`config.mk`:
```
export PLATFORM = sky130hd
export DESIGN_NAME = dlfd_top
export DESIGN_NICKNAME = d
export VERILOG_FILES = /design/src/shared/dlfd_pkg.sv /design/src/verilog/dlfd_freq_mon.sv /design/src/verilog/dlfd_pixel_split.sv /design/src/verilog/dlfd_top.sv
export VERILOG_INCLUDE_DIRS = /design/src /design/src/shared
export SDC_FILE = /design/constraint.sdc
export NUM_CORES = 1
export LEC_CHECK = 0
export BUFFER_PORTS_ARGS = -buffer_cell sky130_fd_sc_hd__buf_2
export CORE_MARGIN = 1.5
export CORE_UTILIZATION = 40
export DETAILED_ROUTE_END_ITERATION = 6
export SKIP_LAST_GASP = 1
export SLEW_MARGIN = 10
export SYNTH_ARGS = -nofsm -noshare
export SYNTH_HDL_FRONTEND = slang
export SYNTH_SLANG_ARGS = --single-unit
export TNS_END_PERCENT = 100
```
`constraint.sdc`:
```
create_clock -name SYS_CLK_I -period 7.75 [get_ports SYS_CLK_I]
set_input_delay 1.55 -clock SYS_CLK_I [delete_from_list [all_inputs] [get_ports SYS_CLK_I]]
set_output_delay 1.55 -clock SYS_CLK_I [all_outputs]
set_load 0.005 [all_outputs]
```
`src/shared/dlfd_params.svh`:
```
// Notes on behaviour
// - Mode 000 auto-detects single, dual or replicate; 100 auto-detects single or replicate.
// - Mode 001 forces single link with second port off; 011 forces dual link.
// - Mode 101 forces independent two-by-two; 111 forces splitter, half stream per port.
// - Mode field loads from strap pin a after reset, giving 000 or 111.
// - Swap-correction disable bit 7 stops auto swap correction and unlocks swap writes.
// - Force-link-ready bit 6 reports link ready without back-channel detection.
// - Force-clock-detect bit 5 reports a valid input clock whatever the detector says.
// - Clock stable after frequency holds 40 us, 80 us, 320 us or 1.28 ms.
// - New frequency captured only when it differs by more than hysteresis MHz; reset 7.
// - In two-by-two mode the per-port control fields address the selected port.
// - Swap bit shows the automatic swap state; writes work only with correction disabled.
`ifndef DLFD_PARAMS_SVH
`define DLFD_PARAMS_SVH
// Registers sit one to a word, so the byte address is four times the register index.
`define DLFD_IDX_PORT_SEL    7'h50
`define DLFD_IDX_STATUS      7'h54
`define DLFD_IDX_CTL_ONE     7'h5B
`define DLFD_IDX_CTL_TWO     7'h5C
`define DLFD_OFF_PORT_SEL    {`DLFD_IDX_PORT_SEL, 2'b00}
`define DLFD_OFF_STATUS      {`DLFD_IDX_STATUS, 2'b00}
`define DLFD_OFF_CTL_ONE     {`DLFD_IDX_CTL_ONE, 2'b00}
`define DLFD_OFF_CTL_TWO     {`DLFD_IDX_CTL_TWO, 2'b00}
`define DLFD_BIT_SWAP        6
`define DLFD_BIT_ALIGN       3
`define DLFD_BIT_DIS_SWAP    7
`define DLFD_BIT_FRC_RDY     6
`define DLFD_BIT_FRC_CLK     5
`define DLFD_CTL_TWO_RST     8'h07
`define DLFD_HYST_RST        3'h7
`define DLFD_CLK_PERIOD_NS   40
`define DLFD_STBL_T0_NS      40000
`define DLFD_STBL_T1_NS      80000
`define DLFD_STBL_T2_NS      320000
`define DLFD_STBL_T3_NS      1280000
`define DLFD_STBL_C0         (`DLFD_STBL_T0_NS / `DLFD_CLK_PERIOD_NS)
`define DLFD_STBL_C1         (`DLFD_STBL_T1_NS / `DLFD_CLK_PERIOD_NS)
`define DLFD_STBL_C2         (`DLFD_STBL_T2_NS / `DLFD_CLK_PERIOD_NS)
`define DLFD_STBL_C3         (`DLFD_STBL_T3_NS / `DLFD_CLK_PERIOD_NS)
`endif

```
`src/shared/dlfd_pkg.sv`:
```
`default_nettype none
package dlfd_pkg;
  // Codes of the transmit link mode field.
  typedef enum logic [2:0] {
    TXM_AUTO     = 3'b000,
    TXM_SINGLE   = 3'b001,
    TXM_RSVD_A   = 3'b010,
    TXM_DUAL     = 3'b011,
    TXM_AUTO_ND  = 3'b100,
    TXM_INDEP    = 3'b101,
    TXM_RSVD_B   = 3'b110,
    TXM_SPLIT    = 3'b111
  } dlfd_txmode_e;
  // Operating mode the links actually run in.
  typedef enum logic [2:0] {
    LM_SINGLE = 3'b000,
    LM_DUAL   = 3'b001,
    LM_REPL   = 3'b010,
    LM_INDEP  = 3'b011,
    LM_SPLIT  = 3'b100
  } dlfd_linkmode_e;
endpackage
`default_nettype wire

```
`src/verilog/dlfd_freq_mon.sv`:
```
`timescale 1ns/1ps
`default_nettype none
module dlfd_freq_mon #(
  parameter int C0 = 1000,
  parameter int C1 = 2000,
  parameter int C2 = 8000,
  parameter int C3 = 32000
) (
  input  wire logic       clk_i,      // System clock.
  input  wire logic       rst_n_i,    // Synchronous reset, active low.
  input  wire logic [7:0] meas_i,     // Measured frequency in MHz.
  input  wire logic       meas_vld_i, // Measurement strobe.
  input  wire logic [2:0] hyst_i,     // Hysteresis in MHz.
  input  wire logic [1:0] thr_sel_i,  // Stability time select.
  output logic      [7:0] freq_o,     // Stored frequency.
  output logic            stable_o    // Frequency stable.
);
  logic [7:0]  freq_q;
  logic [15:0] cnt_q;
  logic [15:0] limit;
  logic [7:0]  diff;
  logic        capture;
  logic        stable_q;

  // Absolute difference between the new and the stored value.
  always_comb
  begin
    diff    = (meas_i > freq_q) ? meas_i - freq_q : freq_q - meas_i;
    capture = meas_vld_i && (diff > {5'h00, hyst_i});
    case (thr_sel_i)
      2'b00:   limit = 16'(C0);
      2'b01:   limit = 16'(C1);
      2'b10:   limit = 16'(C2);
      default: limit = 16'(C3);
    endcase
  end

  // Stored value moves only on a capture, so small jitter never resets the timer.
  always_ff @(posedge clk_i)
  begin
    if (!rst_n_i)
      freq_q <= 8'h00;
    else if (capture)
      freq_q <= meas_i;
  end

  // Stability timer; a capture restarts it and drops the stable flag.
  always_ff @(posedge clk_i)
  begin
    if (!rst_n_i)
    begin
      cnt_q    <= 16'h0000;
      stable_q <= 1'b0;
    end
    else if (capture)
    begin
      cnt_q    <= 16'h0000;
      stable_q <= 1'b0;
    end
    else if (!stable_q)
    begin
      if (cnt_q + 16'h0001 >= limit)
        stable_q <= 1'b1;
      cnt_q <= cnt_q + 16'h0001;
    end
  end

  assign freq_o   = freq_q;
  assign stable_o = stable_q;

  restart_clears_a: assert property (@(posedge clk_i) disable iff (!rst_n_i)
    capture |-> ##1 !stable_o [*8])
    else $error("stable seen right after a capture");
  hyst_holds_a: assert property (@(posedge clk_i) disable iff (!rst_n_i)
    meas_vld_i && diff <= {5'h00, hyst_i} |=> freq_o == $past(freq_o))
    else $error("frequency captured inside hysteresis");
endmodule
`default_nettype wire

```
`src/verilog/dlfd_pixel_split.sv`:
```
`timescale 1ns/1ps
`default_nettype none
module dlfd_pixel_split #(
  parameter int DW       = 24,
  parameter int HALF_PIX = 960
) (
  input  wire logic          clk_i,   // System clock.
  input  wire logic          rst_n_i, // Synchronous reset, active low.
  input  wire logic [2:0]    mode_i,  // Effective link mode.
  input  wire logic          align_i, // Pixel parity alignment.
  input  wire logic          swap_i,  // Exchange the two links.
  input  wire logic          de_i,    // Data enable.
  input  wire logic [DW-1:0] pix_i,   // Pixel data.
  output logic [DW-1:0]      l0_o,    // Primary link data.
  output logic               l0_vld_o,// Primary link valid.
  output logic [DW-1:0]      l1_o,    // Secondary link data.
  output logic               l1_vld_o // Secondary link valid.
);
  logic        de_q;
  logic        par_q;
  logic        sel;
  logic        r0;
  logic        r1;
  logic [15:0] pcnt_q;
  logic        line_start;

  assign line_start = de_i && !de_q;

  // Pick which link takes this pixel.
  always_comb
  begin
    sel = align_i ? (line_start ? 1'b0 : par_q) : par_q;
    r0  = 1'b0;
    r1  = 1'b0;
    case (dlfd_pkg::dlfd_linkmode_e'(mode_i))
      dlfd_pkg::LM_SINGLE: r0 = de_i;
      dlfd_pkg::LM_DUAL:
      begin
        r0 = de_i && !sel;
        r1 = de_i && sel;
      end
      dlfd_pkg::LM_SPLIT:
      begin
        r0 = de_i && (line_start || pcnt_q < 16'(HALF_PIX));
        r1 = de_i && !(line_start || pcnt_q < 16'(HALF_PIX));
      end
      default:
      begin
        r0 = de_i;
        r1 = de_i;
      end
    endcase
  end

  // Parity and in-line pixel count.
  always_ff @(posedge clk_i)
  begin
    if (!rst_n_i)
    begin
      de_q   <= 1'b0;
      par_q  <= 1'b0;
      pcnt_q <= 16'h0000;
    end
    else
    begin
      de_q <= de_i;
      if (de_i)
      begin
        par_q  <= !sel;
        pcnt_q <= line_start ? 16'h0001 : pcnt_q + 16'h0001;
      end
    end
  end

  // Registered link outputs; the swap lets a crossed cable pair be undone here.
  always_ff @(posedge clk_i)
  begin
    if (!rst_n_i)
    begin
      l0_o     <= '0;
      l1_o     <= '0;
      l0_vld_o <= 1'b0;
      l1_vld_o <= 1'b0;
    end
    else
    begin
      l0_o     <= pix_i;
      l1_o     <= pix_i;
      l0_vld_o <= swap_i ? r1 : r0;
      l1_vld_o <= swap_i ? r0 : r1;
    end
  end

  first_pix_a: assert property (@(posedge clk_i) disable iff (!rst_n_i)
    mode_i == 3'(dlfd_pkg::LM_DUAL) && align_i && !swap_i && line_start
    |=> l0_vld_o && !l1_vld_o ##1 (!de_q || (l1_vld_o && !l0_vld_o)))
    else $error("odd pixel not on primary link");
endmodule
`default_nettype wire

```
`src/verilog/dlfd_top.sv`:
```
`timescale 1ns/1ps
`default_nettype none
`include "dlfd_params.svh"
module dlfd_top #(
  parameter int DW       = 24,
  parameter int HALF_PIX = 960,
  parameter int STBL_C2  = `DLFD_STBL_C2,
  parameter int STBL_C3  = `DLFD_STBL_C3
) (
  input  wire logic          SYS_CLK_I,       // System clock, 25 MHz.
  input  wire logic          RESETN_I,        // Synchronous reset, active low.
  input  wire logic          PSEL_I,          // APB select.
  input  wire logic          PENABLE_I,       // APB enable.
  input  wire logic          PWRITE_I,        // APB direction.
  input  wire logic [8:0]    PADDR_I,         // APB byte address.
  input  wire logic [31:0]   PWDATA_I,        // APB write data.
  output logic      [31:0]   PRDATA_O,        // APB read data.
  output logic               PREADY_O,        // APB ready.
  output logic               PSLVERR_O,       // APB error.
  input  wire logic          MODE_STRAP_A_I,  // Mode strap pin a.
  input  wire logic [1:0]    RX_PRESENT_I,    // Receiver seen per port.
  input  wire logic          RX_DUAL_CAP_I,   // Receiver can do dual.
  input  wire logic [1:0]    LINK_DETECT_I,   // Back-channel detect per port.
  input  wire logic          SWAP_DETECT_I,   // Swapped cabling seen.
  input  wire logic [1:0]    CLK_DETECT_I,    // Clock detector per port.
  input  wire logic [15:0]   FREQ_MEAS_I,     // Measured MHz, port 1 high.
  input  wire logic [1:0]    FREQ_VALID_I,    // Measurement strobes.
  input  wire logic          PIX_DE_I,        // Pixel data enable.
  input  wire logic [DW-1:0] PIX_DATA_I,      // Pixel data.
  output logic      [DW-1:0] LINK0_DATA_O,    // Primary link data.
  output logic               LINK0_VALID_O,   // Primary link valid.
  output logic      [DW-1:0] LINK1_DATA_O,    // Secondary link data.
  output logic               LINK1_VALID_O,   // Secondary link valid.
  output logic      [2:0]    LINK_MODE_O,     // Effective link mode.
  output logic               LINK_SWAP_O,     // Swap state.
  output logic      [1:0]    LINK_READY_O,    // Link ready per port.
  output logic      [1:0]    CLK_PRESENT_O,   // Clock valid per port.
  output logic      [1:0]    FREQ_STABLE_O    // Frequency stable per port.
);

  ////////////////////////////////////////////////////////////////////////////
  // Register state.

  logic                         strap_pend_q;
  dlfd_pkg::dlfd_txmode_e       txmode_q;
  logic                         align_q;
  logic                         swap_q;
  logic                         dis_swap_q;
  logic                         port_sel_q;
  logic [1:0]                   frc_rdy_q;
  logic [1:0]                   frc_clk_q;
  logic [1:0]                   thr_q [2];
  logic [2:0]                   hyst_q [2];
  dlfd_pkg::dlfd_linkmode_e     lmode_q;
  logic [31:0]                  prdata_q;
  logic [7:0]                   freq [2];
  logic [1:0]                   stable;

  ////////////////////////////////////////////////////////////////////////////
  // APB decode. The slave answers with no wait states.

  logic wr_en;
  logic setup;
  logic hit;
  logic wr_one;
  logic wr_two;
  logic wr_psel;
  logic indep;
  logic rp;

  assign setup   = PSEL_I && !PENABLE_I;
  assign wr_en   = PSEL_I && PENABLE_I && PWRITE_I;
  assign hit     = PADDR_I == `DLFD_OFF_PORT_SEL || PADDR_I == `DLFD_OFF_STATUS
                || PADDR_I == `DLFD_OFF_CTL_ONE || PADDR_I == `DLFD_OFF_CTL_TWO;
  assign wr_one  = wr_en && PADDR_I == `DLFD_OFF_CTL_ONE;
  assign wr_two  = wr_en && PADDR_I == `DLFD_OFF_CTL_TWO;
  assign wr_psel = wr_en && PADDR_I == `DLFD_OFF_PORT_SEL;
  assign indep   = lmode_q == dlfd_pkg::LM_INDEP;
  // Outside two-by-two mode both port copies are written and port 0 is read.
  assign rp      = indep && port_sel_q;

  assign PREADY_O  = 1'b1;
  assign PSLVERR_O = PSEL_I && PENABLE_I && !hit;
  assign PRDATA_O  = prdata_q;

  ////////////////////////////////////////////////////////////////////////////
  // Mode field and strap capture. The strap is caught on the first edge after
  // reset release, so the reset branch itself only loads constants.

  always_ff @(posedge SYS_CLK_I)
  begin
    if (!RESETN_I)
    begin
      strap_pend_q <= 1'b1;
      txmode_q     <= dlfd_pkg::TXM_AUTO;
      align_q      <= 1'b0;
    end
    else if (strap_pend_q)
    begin
      strap_pend_q <= 1'b0;
      txmode_q     <= MODE_STRAP_A_I ? dlfd_pkg::TXM_SPLIT : dlfd_pkg::TXM_AUTO;
    end
    else if (wr_one)
    begin
      // Reserved codes are stored as written; they run as single link.
      txmode_q <= dlfd_pkg::dlfd_txmode_e'(PWDATA_I[2:0]);
      align_q  <= PWDATA_I[`DLFD_BIT_ALIGN];
    end
  end

  // Swap state: automatic unless correction is disabled, then software owned.
  always_ff @(posedge SYS_CLK_I)
  begin
    if (!RESETN_I)
      swap_q <= 1'b0;
    else if (!dis_swap_q)
      swap_q <= SWAP_DETECT_I;
    else if (wr_one)
      swap_q <= PWDATA_I[`DLFD_BIT_SWAP];
  end

  // Shared disable bit and register-access port select.
  always_ff @(posedge SYS_CLK_I)
  begin
    if (!RESETN_I)
    begin
      dis_swap_q <= 1'(`DLFD_CTL_TWO_RST >> `DLFD_BIT_DIS_SWAP);
      port_sel_q <= 1'b0;
    end
    else
    begin
      if (wr_two)
        dis_swap_q <= PWDATA_I[`DLFD_BIT_DIS_SWAP];
      if (wr_psel)
        port_sel_q <= PWDATA_I[0];
    end
  end

  ////////////////////////////////////////////////////////////////////////////
  // Per-port control fields, clock monitors and indications.

  genvar p;
  generate
    for (p = 0; p < 2; p++)
    begin : g_port
      always_ff @(posedge SYS_CLK_I)
      begin
        if (!RESETN_I)
        begin
          frc_rdy_q[p] <= 1'b0;
          frc_clk_q[p] <= 1'b0;
          thr_q[p]     <= 2'b00;
          hyst_q[p]    <= `DLFD_HYST_RST;
        end
        else if (wr_two && (!indep || port_sel_q == 1'(p)))
        begin
          frc_rdy_q[p] <= PWDATA_I[`DLFD_BIT_FRC_RDY];
          frc_clk_q[p] <= PWDATA_I[`DLFD_BIT_FRC_CLK];
          thr_q[p]     <= PWDATA_I[4:3];
          hyst_q[p]    <= PWDATA_I[2:0];
        end
      end

      dlfd_freq_mon #(
        .C0 (`DLFD_STBL_C0),
        .C1 (`DLFD_STBL_C1),
        .C2 (STBL_C2),
        .C3 (STBL_C3)
      ) u_mon (
        .clk_i      (SYS_CLK_I),
        .rst_n_i    (RESETN_I),
        .meas_i     (FREQ_MEAS_I[8*p +: 8]),
        .meas_vld_i (FREQ_VALID_I[p]),
        .hyst_i     (hyst_q[p]),
        .thr_sel_i  (thr_q[p]),
        .freq_o     (freq[p]),
        .stable_o   (stable[p])
      );

      // Forcing bypasses back-channel detection and the clock detector.
      assign LINK_READY_O[p]  = frc_rdy_q[p] || LINK_DETECT_I[p];
      assign CLK_PRESENT_O[p] = frc_clk_q[p] || CLK_DETECT_I[p];
      assign FREQ_STABLE_O[p] = stable[p];
    end
  endgenerate

  ////////////////////////////////////////////////////////////////////////////
  // Effective link mode from the field and the attached receivers.

  always_ff @(posedge SYS_CLK_I)
  begin
    if (!RESETN_I)
      lmode_q <= dlfd_pkg::LM_SINGLE;
    else
    begin
      case (txmode_q)
        dlfd_pkg::TXM_AUTO:
          if (&RX_PRESENT_I)
            lmode_q <= RX_DUAL_CAP_I ? dlfd_pkg::LM_DUAL : dlfd_pkg::LM_REPL;
          else
            lmode_q <= dlfd_pkg::LM_SINGLE;
        dlfd_pkg::TXM_AUTO_ND:
          lmode_q <= (&RX_PRESENT_I) ? dlfd_pkg::LM_REPL : dlfd_pkg::LM_SINGLE;
        dlfd_pkg::TXM_SINGLE: lmode_q <= dlfd_pkg::LM_SINGLE;
        dlfd_pkg::TXM_DUAL:   lmode_q <= dlfd_pkg::LM_DUAL;
        // Software must gate the video inputs before choosing this mode.
        dlfd_pkg::TXM_INDEP:  lmode_q <= dlfd_pkg::LM_INDEP;
        dlfd_pkg::TXM_SPLIT:  lmode_q <= dlfd_pkg::LM_SPLIT;
        default:              lmode_q <= dlfd_pkg::LM_SINGLE;
      endcase
    end
  end

  assign LINK_MODE_O = lmode_q;
  assign LINK_SWAP_O = swap_q;

  ////////////////////////////////////////////////////////////////////////////
  // Read data is captured in the setup phase so it comes from a flip-flop.

  always_ff @(posedge SYS_CLK_I)
  begin
    if (!RESETN_I)
      prdata_q <= 32'h0000_0000;
    else if (setup && !PWRITE_I)
    begin
      case (PADDR_I)
        `DLFD_OFF_CTL_ONE:
          prdata_q <= {25'h0, swap_q, 2'b00, align_q, txmode_q};
        `DLFD_OFF_CTL_TWO:
          prdata_q <= {24'h0, dis_swap_q, frc_rdy_q[rp], frc_clk_q[rp],
                       thr_q[rp], hyst_q[rp]};
        `DLFD_OFF_PORT_SEL:
          prdata_q <= {31'h0, port_sel_q};
        `DLFD_OFF_STATUS:
          prdata_q <= {16'h0, freq[rp], 2'b00, lmode_q, stable[rp],
                       CLK_PRESENT_O[rp], LINK_READY_O[rp]};
        default:
          prdata_q <= 32'h0000_0000;
      endcase
    end
  end

  ////////////////////////////////////////////////////////////////////////////
  // Pixel distribution over the two links.

  dlfd_pixel_split #(
    .DW       (DW),
    .HALF_PIX (HALF_PIX)
  ) u_split (
    .clk_i    (SYS_CLK_I),
    .rst_n_i  (RESETN_I),
    .mode_i   (lmode_q),
    .align_i  (align_q),
    .swap_i   (swap_q),
    .de_i     (PIX_DE_I),
    .pix_i    (PIX_DATA_I),
    .l0_o     (LINK0_DATA_O),
    .l0_vld_o (LINK0_VALID_O),
    .l1_o     (LINK1_DATA_O),
    .l1_vld_o (LINK1_VALID_O)
  );

  ////////////////////////////////////////////////////////////////////////////
  // Checks.

  strap_load_a: assert property (@(posedge SYS_CLK_I) disable iff (!RESETN_I)
    $rose(RESETN_I) |=> txmode_q == ($past(MODE_STRAP_A_I) ? 3'b111 : 3'b000))
    else $error("mode field not loaded from strap");
  swap_auto_a: assert property (@(posedge SYS_CLK_I) disable iff (!RESETN_I)
    !dis_swap_q |=> swap_q == $past(SWAP_DETECT_I))
    else $error("swap not following detector");
  swap_hold_a: assert property (@(posedge SYS_CLK_I) disable iff (!RESETN_I)
    dis_swap_q && !wr_one |=> $stable(swap_q))
    else $error("swap moved while correction off");
  force_ready_a: assert property (@(posedge SYS_CLK_I) disable iff (!RESETN_I)
    frc_rdy_q[0] |-> LINK_READY_O[0])
    else $error("forced link ready not shown");
  force_clock_a: assert property (@(posedge SYS_CLK_I) disable iff (!RESETN_I)
    wr_two && PWDATA_I[5] && !indep |=> CLK_PRESENT_O == 2'b11)
    else $error("forced clock present not shown");
  forced_single_a: assert property (@(posedge SYS_CLK_I) disable iff (!RESETN_I)
    txmode_q == dlfd_pkg::TXM_SINGLE [*2] |-> lmode_q == dlfd_pkg::LM_SINGLE)
    else $error("forced single not applied");
  auto_nodual_a: assert property (@(posedge SYS_CLK_I) disable iff (!RESETN_I)
    txmode_q == dlfd_pkg::TXM_AUTO_ND |=> lmode_q != dlfd_pkg::LM_DUAL)
    else $error("dual chosen with dual excluded");
  bad_addr_a: assert property (@(posedge SYS_CLK_I) disable iff (!RESETN_I)
    PSEL_I && PENABLE_I && PADDR_I == 9'h000 |-> PSLVERR_O && PREADY_O)
    else $error("unmapped address not flagged");
endmodule
`default_nettype wire

```
==> results of run 1 <==
==> cell families after synthesis <==
group,share of synthesized area
AOI/OAI and AO/OA,0.1244
xor gates and xnor gates,0.07841
adders and majority gates,0.1036
buffers and inverters,0.09379
DFF,0.3345
muxes,0.03957
other,0.0008964
and+or+nand+nor,0.2248
==> state kept, by name, indices dropped and copies added, names as in the netlist <==
name	flops
u_split.l0_vld_o	1
g_port.u_mon.cnt_q	32
frc_clk_q	2
hyst_q	6
u_split.l1_vld_o	1
LINK_MODE_O	3
g_port.u_mon.freq_o	16
u_split.de_q	1
LINK_SWAP_O	1
txmode_q	3
g_port.u_mon.stable_o	2
u_split.par_q	1
PRDATA_O	16
frc_rdy_q	2
dis_swap_q	1
align_q	1
strap_pend_q	1
thr_q	4
u_split.pcnt_q	16
port_sel_q	1
u_split.l0_o	24
==> metal layers <==
layer  vias up  wire (um)  share of wire  track usage
met5         -          0              0            0
met4         0        235          0.011      0.05200
met3        19        899          0.044      0.02901
met2       153       9610           0.47       0.3082
met1      3253       9915           0.48       0.2560
li1       3515          -              -            -
==> stage by stage <==
stage	power [uW]	utilization	cells	instance area (um^2)	hold WS (ns)
2_1_floorplan	936.9	-	1000	8434	0.4480
3_3_place_gp	997.5	0.4414	1335	8989	0.4637
3_5_place_dp	1000	0.4414	1335	8989	0.4707
4_1_cts	1811	0.4698	1367	9568	0.4783
5_1_grt	1865	0.4698	1367	9568	0.5122
6_report	1788	0.4698	1367	9568	0.4825
==> synth_stat cells (all sizes together) (7+ instances only) <==
library cell  count
a211oi            9
a21o              7
a21oi            67
and2             30
and3             12
buf              59
clkbuf           29
dfxtp           125
edfxtp           10
ha               63
inv              60
mux2i            23
nand2            91
nand2b           11
nand3            26
nand4            16
nor2             85
nor2b            12
nor3             32
o21ai            35
or2               8
or3              12
xnor2            38
xor2             37
==> worst min-delay path: stages (launching register included) <==
cell	delay, ns
dfxtp_1	0.32
nand2_1	0.05
mux2i_1	0.06
==> layout make-up <==
class / count / area [um^2]
multi-input cells: 716 / 4846
clock buffers: 17 / 425.4
flip-flops and latches: 135 / 2803
clock inverters: 15 / 153.9
fillers: 2017 / 10800
inverters: 61 / 229.0
well taps: 270 / 337.8
repair buffers: 153 / 773.2
==> power by group through the flow <==
stage / clock network (uW) / logic, uW / registers [uW]
global placement: 0 / 241 / 756
global route: 847 / 274 / 744
detailed placement: 0 / 243 / 757
floorplan: 0 / 185 / 752
CTS: 825 / 244 / 741
finish: 802 / 244 / 742
==> placed cells by master, fill, tap and decap left out, types with 5 or more instances in the layout <==
master,n
clkbuf_16,17
ha_1,63
buf_2,150
edfxtp_1,10
nor2b_1,12
xnor2_1,38
nor3_1,16
and4_1,6
nand3_1,26
o21ai_0,34
a221oi_1,5
conb_1,17
nand4_1,16
nand2_1,91
or2_2,8
inv_1,60
and3_1,12
inv_6,7
a211oi_1,9
a21o_1,7
nor3_2,16
or3_1,12
nor2_1,85
a31oi_1,6
dfxtp_1,125
nor4_1,5
and2_1,30
mux2i_1,23
nand2b_1,11
xor2_1,37
a21oi_1,66
nor3b_1,5
==> final timing paths <==
kind,from,endpoint
worst max-delay path,FREQ_MEAS_I[0],g_port[0].u_mon.cnt_q[6]
worst min-delay path,g_port[1].u_mon.freq_o[7],g_port[1].u_mon.freq_o[7]
worst max register to register,g_port[0].u_mon.freq_o[0],g_port[0].u_mon.cnt_q[6]
worst min register to register,g_port[1].u_mon.freq_o[7],g_port[1].u_mon.freq_o[7]
==> impl_metrics.tcl, run 1 <==
set metrics [dict create \
    cp_slowest_cell "o21ai_2" \
    yosysTopAreaCellShare 0.2987 \
    cts_buffer_depth 2 \
    synthArstFlopShare 0 \
    grt_first_pass_wirelength_mm 32.72 \
    p_per_area_mw_per_mm2 186.8 \
    tns_ns 0 \
    dp_hpwl_mm 15.63 \
    rows 52 \
    routed_via_density 5.077 \
    rsz0062_at_grt "no" \
    cts_resized 0 \
    crit_arrival_ns 5.64 \
    root_buffer "clkbuf_16" \
    worst_slack_ns 2.388 \
    ys_seq_area_frac 0.3345 \
    intPower_uw 1282 \
    start_kind "input port" \
    finalNetCount 1249 \
    grt_pass1_vias 6487 \
    cts.sinks 135 \
    drc 0 \
    grt_max_degree 51 \
    wl_mm 20.66 \
    gp_congestion 0.8193 \
    synth.distinct_cells 67 \
    io_pins 192 \
    antenna_found_initial 0 \
    finalCritPeriodShare 0.6919 \
    die_y_um 147.7 \
    cts_tree "done" \
    die-area_mm2 0.02182 \
    syn_area_mm2 0.008378 \
    setup_violations 0 \
    synth_edf_count 10 \
    seqPwrFrac 0.415 \
    pwr-share-comb 0.136 \
    postSynthCellCount 985 \
    grt_usage 0.1879 \
    dominantRegCellSynth "dfxtp_1" \
    crit_required_ns 8.03 \
    yosys.area.top_type "dfxtp_1" \
    ys_ff_latch 135 \
    antenna_cells 0 \
    clock_latency_ns 0.43 \
    first_pass_iters 5 \
    critPathCaptureType "flip-flop" \
    clk_pin_slew_worst_paths_ns 0.06 \
    syn_avg_cell_area_um2 8.506 \
    status "completed" \
    path_cells "buf_2 > inv_1 > ha_1 > inv_1 > fa_1 > a211oi_1 > nor3_1 > o21ai_0 > mux2_2 > ha_1 > nor2b_1 > o21ai_0 > a32oi_1 > nor4b_1 > a32o_2 > o21ai_2 > nor2_1" \
    ctsHoldBuffers 0 \
    port_buffers 150 \
    gr-total-overflow 0 \
    final_layout_size_suffix_gt1_frac 0.2015 \
    pre_cts_ws_ns 1.939 \
    cpPeakStageDelay_ns 0.63 \
    final_antenna_net_count 0 \
    cts_buffers 17 \
    htree_num_levels 4 \
    min_path_cells 2 \
    worst_pin_slew_ns 0.8385 \
    crit_family "compound AO/OA/AOI/OAI gates" \
    initial_core_util 0.4114 \
    post_cts_buffers 0 \
    relSlewSlack 0.4410 \
    hold_viol_final 0 \
    finalMaxSlewViolations 0 \
    yosys-top-cells-area "dfxtp_1 (30%), ha_1 (9.4%), nand2_1 (4.1%)" \
    cap_violations 0 \
    core_mm2 0.02036 \
    reg2reg_depth 15 \
    cp_num_buf_inv 3 \
    synth_warnings 0 \
    power.switching_uw 505.3 \
    wl_per_cell_um 15.11 \
    drt_iter0_drc 393 \
    max_freq_mhz 186.5 \
    fin_skew_ns 0.01207 \
    path_depth 17 \
    swShare 0.2827 \
    vias 6940 \
    area_delta_synth_final_pct 14.20 \
    leakagePower_uw 0.004233 \
    worst-setup-path-type "in -> reg" \
    path_max_fanout 17 \
    reg2reg_slack_ns 3.31 \
    clkPwrFrac 0.449 \
    min-delay-path-class "reg -> reg" \
    period_minus_slack_ns 5.362 \
    die_w_um 147.7 \
    vdd_ir_drop_max_v 0.0001506 \
]
No activity file was read; power rests on OpenSTA's default activity.
==> run 2, diff against run 1 <==
==> constraint.sdc (replaced) <==
create_clock -name SYS_CLK_I -period 4.3 [get_ports SYS_CLK_I]
set_input_delay 0.86 -clock SYS_CLK_I [delete_from_list [all_inputs] [get_ports SYS_CLK_I]]
set_output_delay 0.86 -clock SYS_CLK_I [all_outputs]
set_load 0.005 [all_outputs]
==> impl_metrics.tcl, run 2 (same netlist as run 1, synthesis figures left out) <==
set metrics [dict create \
    critPathCaptureType "flip-flop" \
    regMostFlops "g_port.u_mon.cnt_q" \
    grt_pass1_vias 6530 \
    core_mm2 0.02036 \
    cts_buffer_depth 2 \
    place_area_mm2 0.009181 \
    initial_core_util 0.4114 \
    worst_slack_ns 0.2384 \
    cts_tree "done" \
    final_common_cell "buf_2" \
    layout_common_cells "buf_2 (150), dfxtp_1 (125), nand2_1 (91), nor2_1 (85), a21oi_1 (65)" \
    gr-total-overflow 0 \
    dp.cells 1359 \
    die_w_um 147.7 \
    status "completed" \
    grt_first_pass_wirelength_mm 33.15 \
    first_pass_iters 4 \
    cts_buffers 17 \
    cts.sinks 135 \
    setup_violations 0 \
    max_freq_mhz 246.2 \
    post_cts_buffers 0 \
    final_layout_size_suffix_gt1_frac 0.2248 \
    dp_hpwl_mm 15.83 \
    relSlewSlack 0.5258 \
    rows 52 \
    vias 6939 \
    drc 0 \
    finalCritPeriodShare 0.9446 \
    worst-setup-path-type "in -> reg" \
    p_per_area_mw_per_mm2 330.4 \
    reg_top3 "g_port.u_mon.cnt_q (32), u_split.l0_o (24)" \
    start_kind "input port" \
    grt_max_degree 51 \
    min-delay-path-class "reg -> reg" \
    io_pins 192 \
    port_buffers 150 \
    grt_usage 0.1909 \
    cap_violations 0 \
    leakagePower_uw 0.004352 \
    routed_via_density 4.988 \
    largest_register_ffs 32 \
    drt_iter0_drc 387 \
    worst_pin_slew_ns 0.7114 \
    pre_cts_ws_ns -0.2761 \
    period_minus_slack_ns 4.062 \
    crit_arrival_ns 4.42 \
    die_y_um 147.7 \
    gp_congestion 0.8709 \
    path_max_fanout 10 \
    finalNetCount 1273 \
    clock_latency_ns 0.42 \
    root_buffer "clkbuf_16" \
    wl_per_cell_um 14.87 \
    cts_resized 0 \
    fin_cells 1391 \
    stdcell_area_mm2 0.009796 \
    htree_num_levels 4 \
    finalMaxSlewViolations 0 \
    vdd_ir_drop_max_v 0.0002462 \
    crit_required_ns 4.65 \
    final_antenna_net_count 0 \
    fin_skew_ns 0.008961 \
    wl_mm 20.68 \
    ctsHoldBuffers 0 \
    antenna_found_initial 0 \
    area_delta_synth_final_pct 16.92 \
    antenna_cells 0 \
    clk_pin_slew_worst_paths_ns 0.06 \
    hold_viol_final 0 \
    die-area_mm2 0.02182 \
]
==> run 2: cell types whose count changed in the layout (fill, tap and decap cells not counted), moves of 2 or more <==
cell      delta
buf_4       +23
inv_6        -2
inv_8        -2
clkinv_4     +2
==> run 2: power by group <==
group	switching, uW	total, uW	internal, uW
registers	35.0	1340	1300
logic	263	481	218
clock network	592	1420	826
==> run 2: layout make-up <==
type,instances,area (um^2)
Multi-Input combinational cell,716,4885
Fill cell,1999,10570
Clock inverter,13,132.6
Sequential cell,135,2803
Timing Repair Buffer,177,965.9
Clock buffer,19,442.9
Tap cell,270,337.8
Inverter,61,229.0
==> run 2: per-stage QoR <==
stage / TNS [ns] / hold slack [ns] / power (uW) / util
finish: 0 / 0.4813 / 3236 / 0.4810
global route: -0.08621 / 0.5161 / 3388 / 0.4810
CTS: 0 / 0.4814 / 3261 / 0.4791
detailed placement: -5.265 / 0.4728 / 1833 / 0.4508
global placement: -2.966 / 0.4651 / 1829 / 0.4508
floorplan: 0 / 0.4480 / 1689 / -
==> run 2: worst paths after layout <==
path	start	endpoint	slack [ns]	depth (start not counted)
min	g_port[1].u_mon.freq_o[7]	g_port[1].u_mon.freq_o[7]	0.48	2
min reg2reg	g_port[1].u_mon.freq_o[7]	g_port[1].u_mon.freq_o[7]	0.48	2
max	FREQ_MEAS_I[0]	g_port[0].u_mon.freq_o[7]	0.24	19
max reg2reg	g_port[0].u_mon.freq_o[0]	g_port[0].u_mon.freq_o[7]	0.47	17
==> run 2: layer usage <==
layer	up-vias	GRT usage	part of all wire
met4	0	0.06150	0.016
met3	18	0.03272	0.039
li1	3567	-	-
met5	-	0	0
met1	3215	0.2695	0.50
met2	139	0.2953	0.45
==> run 2: worst max-delay path, stage by stage <==
cell	delay (ns)
buf_2	0.12
inv_1	0.07
ha_2	0.18
inv_1	0.05
fa_2	0.34
a211oi_2	0.30
nor3_2	0.09
o21ai_1	0.15
buf_4	0.15
mux2_2	0.33
ha_1	0.30
nor2b_1	0.13
o21ai_0	0.10
a32oi_2	0.26
nor4b_2	0.09
a32o_2	0.28
buf_4	0.16
or3_1	0.32
a21oi_2	0.11
==> run 3, diff against run 2 <==
--- a/config.mk
+++ b/config.mk
@@ -10,6 +10,8 @@
 export CORE_MARGIN = 1.5
 export CORE_UTILIZATION = 40
 export DETAILED_ROUTE_END_ITERATION = 6
+export GPL_TIMING_DRIVEN = 0
+export REMOVE_ABC_BUFFERS = 1
 export SKIP_LAST_GASP = 1
 export SLEW_MARGIN = 10
 export SYNTH_ARGS = -nofsm -noshare
==> impl_metrics.tcl, run 3 (same netlist as run 1, synthesis figures left out) <==
set metrics [dict create \
    status "completed" \
    drt_iter0_drc 365 \
    start_kind "input port" \
    largest_register_ffs 32 \
    first_pass_iters 5 \
    clk_pin_slew_worst_paths_ns 0.07 \
    root_buffer "clkbuf_16" \
    cts_buffers 17 \
    wl_mm 20.02 \
    pre_cts_ws_ns -0.9312 \
    critPathCaptureType "flip-flop" \
    grt_first_pass_wirelength_mm 33.01 \
    rsz0062_at_grt "yes" \
    leakagePower_uw 0.004274 \
    final_common_cell "buf_2" \
    worst_pin_slew_ns 0.9055 \
    min-delay-path-class "reg -> reg" \
    dp_hpwl_mm 14.62 \
    area_delta_synth_final_pct 15.40 \
    ctsHoldBuffers 0 \
    layout_common_cells "buf_2 (150), dfxtp_1 (125), nand2_1 (91), nor2_1 (85), a21oi_1 (66)" \
    min_path_cells 2 \
    tns_ns 0 \
    stdcell_area_mm2 0.009668 \
    regMostFlops "g_port.u_mon.cnt_q" \
    rows 52 \
    cts.sinks 135 \
    p_per_area_mw_per_mm2 332.1 \
    finalCritPeriodShare 0.9803 \
    core_mm2 0.02036 \
    grt_max_degree 52 \
    htree_num_levels 4 \
    place_area_mm2 0.008989 \
    finalMaxSlewViolations 0 \
    cts_tree "done" \
    setup_violations 0 \
    antenna_cells 0 \
    reg2reg_depth 17 \
    relSlewSlack 0.3963 \
    worst-setup-path-type "in -> reg" \
    wl_per_cell_um 14.60 \
    period_minus_slack_ns 4.215 \
    fin_skew_ns 0.009695 \
    hold_viol_final 0 \
    cts_buffer_depth 2 \
    vias 6878 \
    antenna_found_initial 0 \
    finalNetCount 1254 \
    gr-total-overflow 0 \
    max_freq_mhz 237.2 \
    grt_pass1_vias 6718 \
    clock_latency_ns 0.42 \
    final_layout_size_suffix_gt1_frac 0.2116 \
    grt_usage 0.1879 \
    power_uw 3211 \
    routed_via_density 5.017 \
    gp_congestion 0.8117 \
    die_y_um 147.7 \
    port_buffers 150 \
    die-area_mm2 0.02182 \
    initial_core_util 0.4114 \
    die_w_um 147.7 \
    reg_top3 "g_port.u_mon.cnt_q (32), u_split.l0_o (24)" \
    worst_slack_ns 0.08454 \
    cap_violations 0 \
    final_antenna_net_count 0 \
    io_pins 192 \
    path_max_fanout 10 \
    crit_arrival_ns 4.56 \
    hold_ws_ns 0.4551 \
    drc 0 \
    vdd_ir_drop_max_v 0.0002844 \
    crit_required_ns 4.64 \
]
## run 3: worst paths after layout
check                            start                        end  slack [ns]
min reg2reg                PRDATA_O[7]                PRDATA_O[7]        0.46
max                     FREQ_MEAS_I[0]  g_port[0].u_mon.freq_o[6]        0.08
min                        PRDATA_O[7]                PRDATA_O[7]        0.46
max reg2reg  g_port[0].u_mon.freq_o[0]  g_port[0].u_mon.freq_o[6]        0.31
## run 3: layer usage
layer | vias to the layer above | GRT usage | wire length [um]
met1 | 3248 | 0.2347 | 9255
li1 | 3523 | - | -
met3 | 21 | 0.03179 | 457
met4 | 0 | 0.05700 | 277
met5 | - | 0 | 0
met2 | 86 | 0.3297 | 10030
## run 3: metrics by stage
step / std cells / utilization
5_1_grt: 1371 / 0.4747
3_3_place_gp: 1332 / 0.4403
4_1_cts: 1368 / 0.4718
2_1_floorplan: 912 / -
6_report: 1371 / 0.4747
3_5_place_dp: 1333 / 0.4414
## run 3: power by group
group	internal [uW]	switching [uW]	leakage [uW]
Clock	810	606	0.000283
Combinational	201	258	0.00288
Sequential	1300	33.4	0.00111
Total	2310	898	0.00427
## run 3: repair_timing
action / in CTS / in global routing
pin swaps: 2 / 3
gates cloned: 1 / 0
buffers inserted: 3 / 3
resized for setup: 3 / 7
setup endpoints to repair: 19 / 50
## run 3: final cells by class
cell class,instances,area (um^2)
inverters,61,230.2
repair buffers,157,828.3
flip-flops and latches,135,2803
clock inverters,14,138.9
clock buffers,17,425.4
well taps,270,337.8
fillers,2047,10700
multi-input cells,717,4905
## run 3: critical path, stage by stage
cell      delay [ns]
buf_2           0.12
inv_1           0.07
ha_1            0.18
inv_1           0.06
fa_2            0.37
a211oi_4        0.28
nor3_2          0.08
o21ai_2         0.23
mux2_2          0.37
ha_1            0.31
nor2b_1         0.13
o21ai_0         0.10
a32oi_2         0.28
nor4b_2         0.09
a32o_2          0.29
buf_12          0.15
buf_4           0.15
or3_1           0.30
a21oi_1         0.13
